<file path="src/design/dcr_pkg.sv">
// Constants of the device configuration register bank: offsets, field
// positions, reset values and reload sweep bounds.
// Assumes an 8-bit register address space reached through the serial engine.
package dcr_pkg;

  localparam int          DCR_AW            = 8;
  localparam int          DCR_DW            = 8;

  localparam logic [7:0]  DCR_OFS_DEV_CTRL  = 8'h00;
  localparam logic [7:0]  DCR_OFS_ADDR_RB   = 8'h01;
  localparam logic [7:0]  DCR_OFS_IO_LEVEL  = 8'h1F;

  localparam logic [7:0]  DCR_RELOAD_FIRST  = 8'h02;
  localparam logic [7:0]  DCR_RELOAD_LAST   = 8'hFF;

  localparam int          DCR_BIT_RELOAD    = 0;
  localparam int          DCR_BIT_FOUR_WIRE = 1;
  localparam int          DCR_BIT_HOST_LVL  = 0;
  localparam int          DCR_BIT_STAT_LVL  = 1;

  localparam logic        DCR_RST_FOUR_WIRE = 1'b0;
  localparam logic        DCR_RST_HOST_LVL  = 1'b0;
  localparam logic        DCR_RST_STAT_LVL  = 1'b1;
  localparam logic [7:0]  DCR_RST_GENERAL   = 8'h00;

  localparam logic [4:0]  DCR_ADDR_PREFIX   = 5'b11011;

  typedef enum logic [0:0] {
    DCR_ST_RELOAD,
    DCR_ST_RUN
  } dcr_state_t;

endpackage : dcr_pkg

</file>
<file path="src/design/dcr_cfg_mem.sv">
// Byte-wide register storage for the reloadable part of the register map.
// Assumes one writer and one reader on the same clock; read data are registered.
`timescale 1ns/100ps

module dcr_cfg_mem #(
  parameter int AW = 8,
  parameter int DW = 8
) (
  input  wire logic          clk,    // Core clock
  input  wire logic          we,     // Write enable
  input  wire logic [AW-1:0] waddr,  // Write address
  input  wire logic [DW-1:0] wdata,  // Write data
  input  wire logic [AW-1:0] raddr,  // Read address
  output logic      [DW-1:0] rdata   // Read data, one cycle after raddr
);

  logic [DW-1:0] mem [0:(1<<AW)-1];

  // The array has no reset; the bank's reload sweep gives it its defaults.
  always_ff @(posedge clk) begin
    if (we) begin
      mem[waddr] <= wdata;
    end
  end

  always_ff @(posedge clk) begin
    rdata <= mem[raddr];
  end

endmodule : dcr_cfg_mem

</file>
<file path="src/design/dcr_device_config_registers.sv">
// Device configuration register bank: control, bus address readback, I/O levels
// and storage for the reloadable register range.
// Assumes the serial interface engine runs on core_clk and presents single-cycle
// read and write strobes; strap and port type pins arrive asynchronously.
`timescale 1ns/100ps

// Function
// - Reload bit restores defaults from third address
// - Reload spares lowest two registers, serial engine
// - Address readback read-only: 11011 plus straps
// - Bit1 follows high strap, bit0 low
// - SPI port type forces strap bits zero
// - Three-wire: MOSI bidirectional, MISO high impedance
// - Four-wire: MOSI input only, MISO drives
// - Status pin level: 0 1.8V, 1 3.3V
// - Host port level: 0 1.8V, 1 3.3V
// - Writable fields reset to defaults, storage overrides all but control
// - Status valid only after power-up reset release
module dcr_device_config_registers #(
  parameter logic [7:0] GENERAL_DEFAULT = dcr_pkg::DCR_RST_GENERAL
) (
  input  wire logic                       core_clk,            // Core clock, 10 MHz
  input  wire logic                       sys_rst,             // Async reset, active high
  input  wire logic                       reg_wr_en,           // Serial engine write strobe
  input  wire logic                       reg_rd_en,           // Serial engine read strobe
  input  wire logic [dcr_pkg::DCR_AW-1:0] reg_addr,            // Register address
  input  wire logic [dcr_pkg::DCR_DW-1:0] reg_wr_data,         // Write data
  output logic      [dcr_pkg::DCR_DW-1:0] reg_rd_data,         // Read data
  output logic                            reg_rd_valid,        // Read data valid pulse
  input  wire logic                       nvm_wr_en,           // Storage load strobe during init
  input  wire logic [dcr_pkg::DCR_AW-1:0] nvm_addr,            // Storage load address
  input  wire logic [dcr_pkg::DCR_DW-1:0] nvm_data,            // Storage load data
  input  wire logic                       nvm_done,            // Storage load finished
  input  wire logic                       address_strap_high,  // High address strap pin
  input  wire logic                       address_strap_low,   // Low address strap pin
  input  wire logic                       port_type_select,    // Pin: 0 I2C, 1 SPI
  input  wire logic                       spi_tx_active,       // Engine is shifting read data
  input  wire logic                       spi_tx_bit,          // Engine read data bit
  output logic                            mosi_out,            // MOSI output value
  output logic                            mosi_oe,             // MOSI output enable
  output logic                            miso_out,            // MISO output value
  output logic                            miso_oe,             // MISO output enable
  output logic                            four_wire_select,    // Four-wire SPI mode
  output logic                            status_pin_level_3v3, // Lock and interrupt pins at 3.3V
  output logic                            host_port_level_3v3, // Serial port outputs at 3.3V
  output logic                            reload_busy,         // Reload sweep running
  output logic                            status_valid         // Status bits may be trusted
);

  import dcr_pkg::*;

  dcr_state_t        state_q;
  logic [DCR_AW-1:0] sweep_ptr_q;
  logic              soft_reload_q;
  logic              init_done_q;
  logic [1:0]        strap_hi_sync_q;
  logic [1:0]        strap_lo_sync_q;
  logic [1:0]        port_sync_q;
  logic [DCR_AW-1:0] rd_addr_q;
  logic              rd_pend_q;
  logic              mem_we;
  logic [DCR_AW-1:0] mem_waddr;
  logic [DCR_DW-1:0] mem_wdata;
  logic [DCR_DW-1:0] mem_rdata;
  logic [DCR_DW-1:0] addr_rb;
  logic              wr_ctrl;
  logic              wr_io;
  logic              wr_general;

  assign wr_ctrl    = reg_wr_en && (reg_addr == DCR_OFS_DEV_CTRL);
  assign wr_io      = reg_wr_en && (reg_addr == DCR_OFS_IO_LEVEL) && (state_q == DCR_ST_RUN);
  // Writes into the reloadable range are dropped while the sweep owns the memory.
  assign wr_general = reg_wr_en && (reg_addr >= DCR_RELOAD_FIRST) && (state_q == DCR_ST_RUN);

  // Pins are synchronised; only the second stage is used.
  always_ff @(posedge core_clk or posedge sys_rst) begin
    if (sys_rst) begin
      strap_hi_sync_q <= 2'h0;
      strap_lo_sync_q <= 2'h0;
      port_sync_q     <= 2'h0;
    end else begin
      strap_hi_sync_q <= {strap_hi_sync_q[0], address_strap_high};
      strap_lo_sync_q <= {strap_lo_sync_q[0], address_strap_low};
      port_sync_q     <= {port_sync_q[0], port_type_select};
    end
  end

  // Reset enters the sweep too, so the memory comes up at its defaults.
  always_ff @(posedge core_clk or posedge sys_rst) begin
    if (sys_rst) begin
      state_q     <= DCR_ST_RELOAD;
      sweep_ptr_q <= DCR_RELOAD_FIRST;
    end else begin
      case (state_q)
        DCR_ST_RELOAD: begin
          if (sweep_ptr_q == DCR_RELOAD_LAST) begin
            state_q <= DCR_ST_RUN;
          end else begin
            sweep_ptr_q <= sweep_ptr_q + 8'h01;
          end
        end
        DCR_ST_RUN: begin
          if (soft_reload_q) begin
            state_q     <= DCR_ST_RELOAD;
            sweep_ptr_q <= DCR_RELOAD_FIRST;
          end
        end
        default: state_q <= DCR_ST_RUN;
      endcase
    end
  end

  always_comb begin
    if (state_q == DCR_ST_RELOAD) begin
      mem_we    = 1'b1;
      mem_waddr = sweep_ptr_q;
      mem_wdata = GENERAL_DEFAULT;
    end else if (nvm_wr_en && !init_done_q && (nvm_addr >= DCR_RELOAD_FIRST)) begin
      mem_we    = 1'b1;
      mem_waddr = nvm_addr;
      mem_wdata = nvm_data;
    end else begin
      mem_we    = wr_general;
      mem_waddr = reg_addr;
      mem_wdata = reg_wr_data;
    end
  end

  dcr_cfg_mem #(
    .AW (DCR_AW),
    .DW (DCR_DW)
  ) u_mem (
    .clk   (core_clk),
    .we    (mem_we),
    .waddr (mem_waddr),
    .wdata (mem_wdata),
    .raddr (reg_addr),
    .rdata (mem_rdata)
  );

  // Device control register: set by reset and writes; the sweep only clears the reload bit at its end.
  always_ff @(posedge core_clk or posedge sys_rst) begin
    if (sys_rst) begin
      soft_reload_q    <= 1'b0;
      four_wire_select <= DCR_RST_FOUR_WIRE;
    end else begin
      if (wr_ctrl) begin
        four_wire_select <= reg_wr_data[DCR_BIT_FOUR_WIRE];
      end
      if (wr_ctrl && reg_wr_data[DCR_BIT_RELOAD]) begin
        soft_reload_q <= 1'b1;
      end else if ((state_q == DCR_ST_RELOAD) && (sweep_ptr_q == DCR_RELOAD_LAST)) begin
        soft_reload_q <= 1'b0;
      end
    end
  end

  // I/O level register sits in the reloaded range and returns to its defaults.
  always_ff @(posedge core_clk or posedge sys_rst) begin
    if (sys_rst) begin
      status_pin_level_3v3 <= DCR_RST_STAT_LVL;
      host_port_level_3v3  <= DCR_RST_HOST_LVL;
    end else if (state_q == DCR_ST_RELOAD) begin
      status_pin_level_3v3 <= DCR_RST_STAT_LVL;
      host_port_level_3v3  <= DCR_RST_HOST_LVL;
    end else if (nvm_wr_en && !init_done_q && (nvm_addr == DCR_OFS_IO_LEVEL)) begin
      status_pin_level_3v3 <= nvm_data[DCR_BIT_STAT_LVL];
      host_port_level_3v3  <= nvm_data[DCR_BIT_HOST_LVL];
    end else if (wr_io) begin
      status_pin_level_3v3 <= reg_wr_data[DCR_BIT_STAT_LVL];
      host_port_level_3v3  <= reg_wr_data[DCR_BIT_HOST_LVL];
    end
  end

  // Status is trusted once reset is released, the sweep is over and the power-up load has ended.
  always_ff @(posedge core_clk or posedge sys_rst) begin
    if (sys_rst) begin
      init_done_q  <= 1'b0;
      status_valid <= 1'b0;
      reload_busy  <= 1'b1;
    end else begin
      if (nvm_done && (state_q == DCR_ST_RUN)) begin
        init_done_q <= 1'b1;
      end
      status_valid <= init_done_q;
      reload_busy  <= (state_q == DCR_ST_RELOAD) || soft_reload_q;
    end
  end

  always_comb begin
    addr_rb = {1'b0, DCR_ADDR_PREFIX, 2'b00};
    if (!port_sync_q[1]) begin
      addr_rb[1] = strap_hi_sync_q[1];
      addr_rb[0] = strap_lo_sync_q[1];
    end
  end

  // Read path waits one cycle so the memory's registered output lines up.
  always_ff @(posedge core_clk or posedge sys_rst) begin
    if (sys_rst) begin
      rd_addr_q    <= 8'h00;
      rd_pend_q    <= 1'b0;
      reg_rd_data  <= 8'h00;
      reg_rd_valid <= 1'b0;
    end else begin
      rd_addr_q    <= reg_addr;
      rd_pend_q    <= reg_rd_en;
      reg_rd_valid <= rd_pend_q;
      if (rd_pend_q) begin
        if (rd_addr_q == DCR_OFS_DEV_CTRL) begin
          reg_rd_data <= {6'h00, four_wire_select, soft_reload_q};
        end else if (rd_addr_q == DCR_OFS_ADDR_RB) begin
          reg_rd_data <= addr_rb;
        end else if (rd_addr_q == DCR_OFS_IO_LEVEL) begin
          reg_rd_data <= {6'h00, status_pin_level_3v3, host_port_level_3v3};
        end else begin
          reg_rd_data <= mem_rdata;
        end
      end
    end
  end

  // Data pin steering by the wire mode.
  always_ff @(posedge core_clk or posedge sys_rst) begin
    if (sys_rst) begin
      mosi_out <= 1'b0;
      mosi_oe  <= 1'b0;
      miso_out <= 1'b0;
      miso_oe  <= 1'b0;
    end else if (four_wire_select) begin
      mosi_out <= 1'b0;
      mosi_oe  <= 1'b0;
      miso_out <= spi_tx_bit;
      miso_oe  <= spi_tx_active;
    end else begin
      mosi_out <= spi_tx_bit;
      mosi_oe  <= spi_tx_active;
      miso_out <= 1'b0;
      miso_oe  <= 1'b0;
    end
  end

endmodule : dcr_device_config_registers

</file>
<file path="config.mk">
export PLATFORM = sky130hd
export DESIGN_NAME = dcr_device_config_registers
export DESIGN_NICKNAME = d
export VERILOG_FILES = /design/src/design/dcr_pkg.sv /design/src/design/dcr_cfg_mem.sv /design/src/design/dcr_device_config_registers.sv
export SDC_FILE = /design/constraint.sdc
export NUM_CORES = 2
export LEC_CHECK = 0
export BUFFER_PORTS_ARGS = -buffer_cell sky130_fd_sc_hd__buf_2
export CAP_MARGIN = 5
export CORE_AREA = 4 4 392 394
export DETAILED_ROUTE_END_ITERATION = 16
export DIE_AREA = 0 0 396 398
export PLACE_DENSITY = 0.79
export SLEW_MARGIN = 20
export SYNTH_ARGS = -nofsm -noshare
export SYNTH_HDL_FRONTEND = slang
export SYNTH_SLANG_ARGS = --single-unit
</file>
<file path="constraint.sdc">
create_clock -name core_clk -period 20.4 [get_ports core_clk]
set_input_delay 4.08 -clock core_clk [delete_from_list [all_inputs] [get_ports core_clk]]
set_output_delay 4.08 -clock core_clk [all_outputs]
set_load 0.05 [all_outputs]
</file>
Yosys cells after proc, flatten, opt, wreduce, memory -nomap -nowiden
Memories as Yosys holds them, arrays and structs flattened. A register that Yosys moved wholly into a read port is not among the register bits.
Index checks and enable logic that the tools add are counted.

cells by class
  $add $sub $neg = 1
  multipliers = 0
  div/mod/pow operators = 0
  order comparisons = 2
  equal/unequal tests = 8
  shift-type cells = 0
  multiplexer cells = 30
  bitwise logic cells = 1
  reduce and logical (&&, ||, !) cells = 17

operators by type and width
  cell                   count
  $mux W8                9
  $eq A8 B5 Y1 const B   3
  $mux W1                18
  $ge A8 B2 Y1 const B   2
  $logic_not A8 Y1       2
  $pmux W8 S2            1
  $logic_and A1 B1 Y1    11
  $add A8 B1 Y8 const B  1
  $eq A8 B1 Y1 const B   1
  $eq A8 B8 Y1 const B   1
  $ne A3 B1 Y1 const B   1
  $mux W2                1
  $ne A2 B1 Y1 const B   1
  $ne A2 B2 Y1 const B   1
  $pmux W1 S2            1
  $reduce_and A2 Y1      1
  $reduce_bool A2 Y1     1
  $logic_not A1 Y1       1
  $logic_or A1 B1 Y1     1
  $not A1 Y1             1

word-level totals
  register bits after elaboration = 44
  latch bits = 0
  RAM bits = 2048
  bits in read-only memories = 0
  input bits = 43
  memories kept = 1

memories
  name       depth  width  rd ports  clocked after memory_dff  wr ports  line               RTL
  u_mem.mem  256    8      1         1                         1         dcr_cfg_mem.sv:17  logic [DW-1:0] mem [0:(1<<AW)-1];

Longest topological paths before layout
  depth after elaboration = 7
  mapped depth = 12
  gate-level depth less buffers = 8

By module
A second synthesis with hierarchy kept.

second synthesis, totals
  cell total of the unflattened synthesis = 3923
  area, all modules = 81632.0 um^2

by module, submodules not included
  module                       times used  cells an instance  area each (um^2)
  dcr_cfg_mem                  1           3733               79556.3
  dcr_device_config_registers  1           190                2075.7

Worst setup path before layout
Ideal clock, no wire load.

  path kind = input port to flip-flop
  start point = input port nvm_addr[4] (netlist name)
  end point = memory u_mem.mem[0][0], data pin
  arrival = 11.982 ns
  slack = 6.843 ns
  stages = 5
  cell sequence = or4_4 o21ai_1 buf_2 nand2_1 a21oi_1

between the ends
  longest elaborated chain between the ends = 4

ends and longest elaborated chain
  element              line                                RTL
  start, declared      dcr_device_config_registers.sv:31   input wire logic [dcr_pkg::DCR_AW-1:0] nvm_addr,
  $ge A8 B2 Y1         dcr_device_config_registers.sv:118  end else if (nvm_wr_en && !init_done_q && (nvm_addr >= DCR_RELOAD_FIRST)) begin
  $logic_and A1 B1 Y1  dcr_device_config_registers.sv:118
  $mux W8              dcr_device_config_registers.sv:118
  $mux W8              dcr_device_config_registers.sv:114  if (state_q == DCR_ST_RELOAD) begin
  net mem_wdata[0]     dcr_device_config_registers.sv:63   logic [DCR_DW-1:0] mem_wdata;
  end, declared        dcr_cfg_mem.sv:17

The timed path passes the listed nets, and every way through them passes these cells.

==> results.ini <==
[status]
outcome=complete, no violations

[synthesis]
yosys.area.top_type=edfxtp_1
yosysTopAreaCellShare_pct=74.8
ys_types=77
synth_warnings=0
ys_seq_elements=2100
avgSynthCellArea_um2=20.5
synth_fp_nets=4053
syn_inst=4009
synth_area_leaders=edfxtp_1 (75%), mux4_2 (12%), mux2i_1 (2.5%)
synthArstFlopShare_pct=2.10
seq_area_frac_synth_pct=76.4
netlist_area_um2=82200
synth_flop_cell=edfxtp_1
synth-edff-count=2048

[power]
p_per_area_nw_per_um2=94.6
clkPwrFrac_pct=41.6
power_leakage_nw=28.4
p_total_mw=8.58
intPower_mw=6.75
seq_power_share_pct=54.5
switching_share_pct=21.3
p_switching_mw=1.82
comb_power_share_pct=3.9
peakVddDrop_uv=68.7

[critical_path]
required_ps=21010
crit_path_max_fanout=96
path_common_cell=buf_4
critical_path.top_delay_family=buffers and inverters
critPathKind=input pin to register
cp.arrival_ps=9150
end_kind=register
cpMaxStageDelayCell=a2111oi_0
crit_chain=buf_8 -> buf_12 -> buf_4 -> buf_4 -> mux4_2 -> a22oi_1 -> nand3_1 -> a2111oi_0 -> a211oi_1
slowest_delay_ps=920
path_buf_inv=4
worstSetupStartpointType=input pin
reg2regPathDepth=7
crit_cells=9
reg2reg_slack_ps=15590

[die]
coreArea_um2=150000
initial_utilization_pct=54.9
io_pins=61
die_y_um=398
die-width_um=396
rows=142
die_area_um2=158000

[worst_hold_path]
worst_hold_path_type=register to register
hold_depth=0

[global_route]
antenna_found_initial=7
grt_start_max_net_pins=257
first_global_vias=42600
grt_overflow=0
grt_pass1_wl_mm=305
track_usage_pct=26.9

[clocking]
cts.path.max_buffers=3
insertion_delay_ps=850
postCtsHoldBufs=0
cts_setup_buffers=0
clk_pin_slew_ps=60
cts-root-buf=clkbuf_16
cts_sinks=2100
htree_levels=4
cts_tree=built
cts_buffers=195
cts-resized-gates=0

[sta]
worst_pin_slew_ps=1330
slew_headroom_pct=11.1
report.final.slew_viol_count=0
final-hold-violation-count=0
post-route-min-period_ps=8550
skew_ps=81.8
setup_viol=0
max_freq_mhz=117
setup_tns_ps=0
finalCritPeriodShare_pct=41.9
grt_setup_unrepaired=false

[route]
viasPerCell=6.87
drt-total-wl_mm=211
vias=43200
drc=0
drt_iter0_drc=7236
drt.antenna.violating_nets=0
first_pass_iters=8
post_drt_wl_per_cell_um=33.6

[cells_and_area]
area_delta_synth_final_pct=10.3
final_nets=4140
fillerInstances=9926
multi_input_area_um2=18000
final_area_um2=90700
regArea_um2=62800
drive_gt1_share_pct=21.1

[run]
cap_violations=0

[placed_design]
io_buffers=60
hpwlAfterDp_mm=122
place_area_um2=84300
routabilityCongestion=0.865

[cell usage in the layout, fill, tap and decap left out, drive strengths merged, types with 16 or more instances in the layout]
master | Yosys | routed
a211oi | 25 | 25
a21oi | 79 | 79
a221oi | 24 | 24
a22o | 16 | 16
a22oi | 37 | 37
buf | 169 | 125
clkbuf | 67 | 231
clkinv | 2 | 106
dfrtp | 41 | 41
edfxtp | 2048 | 2048
inv | 18 | 24
mux2i | 209 | 209
mux4 | 447 | 447
nand2 | 111 | 111
nand3 | 36 | 36
nor2 | 315 | 315
nor3 | 25 | 25
o21ai | 59 | 59
o221ai | 78 | 78
o22ai | 31 | 31
[through the flow]
stage | std cells | utilization, % | worst slack [ps] | hold WS (ps)
detailed placement | 5913 | 56.3 | 11020 | 335
finish | 6281 | 60.5 | 11850 | 348
global placement | 5913 | 56.3 | 10990 | 335
global route | 6273 | 60.5 | 11500 | 364
CTS | 6271 | 60.5 | 11850 | 349
floorplan | 4009 | - | 6840 | 331
[area by class of cell]
class | count | share of cell area (%)
antenna | 8 | 0.0221
clock buffer | 230 | 5.63
clock inverter | 128 | 1.29
inverter | 20 | 0.0828
multi-input combinational | 1653 | 19.9
sequential | 2100 | 69.2
tap | 2016 | 2.78
timing repair buffer | 126 | 1.09
[cells in the mapped netlist, drive strengths merged, types with 11 or more instances]
master   number
a2111oi      11
a21oi        79
nand2       111
nor3         25
inv          18
buf         169
nor2        315
a22oi        37
nand3        36
a22o         16
dfrtp        41
and2         12
a211oi       25
o21ai        59
mux4        447
edfxtp     2048
nor4         14
mux2i       209
o221ai       78
o22ai        31
a221oi       24
nor2b        14
clkbuf       67
[power groups by stage]
stage / clock network [mW] / registers, mW / logic [mW]
floorplan: 0 / 4.77 / 0.213
global placement: 0 / 4.77 / 0.324
detailed placement: 0 / 4.77 / 0.327
CTS: 3.57 / 4.67 / 0.331
global route: 3.78 / 4.67 / 0.348
finish: 3.56 / 4.68 / 0.337
[worst paths after layout]
path | start | end
setup / recovery | reg_addr[0] | u_mem.rdata[6]
hold reg to reg | strap_lo_sync_q[0] | strap_lo_sync_q[1]
min in group asynchronous | sys_rst | mosi_oe
setup reg to reg | init_done_q | u_mem.mem[76][7]
max in group asynchronous | sys_rst | reg_rd_valid
hold / removal | strap_lo_sync_q[0] | strap_lo_sync_q[1]
[layer usage]
layer  part of all wire [%]  up-vias  routed length, µm  global-route usage, %
li1                       -    16800                  -                      -
met1                     35    22100              74000                   36.9
met2                     46     3681              96800                   39.8
met3                     14      565              30000                   8.89
met4                    4.8        6              10100                   11.9
met5                  0.019        -                 41                      0
[flip-flops by register name, summed over array words and instances, names as in the netlist, 2 cells and up]
register,flops
strap_hi_sync_q,2
u_mem.mem,2048
strap_lo_sync_q,2
u_mem.rdata,8
sweep_ptr_q,8
reg_rd_data,8
port_sync_q,2
rd_addr_q,8
[cell families after synthesis]
logic type,count (synthesis),share of synthesized area [%]
flip-flops,2100,76.4
AO/OA/AOI/OAI,419,3.66
multiplexers,663,15.0
adder cells (fa/ha/maj),1,0.0152
buffers and inverters,256,1.99
AND/OR/NAND/NOR,566,2.97
XOR/XNOR,4,0.0426
Note: power is estimated with default switching activity, not from simulation.
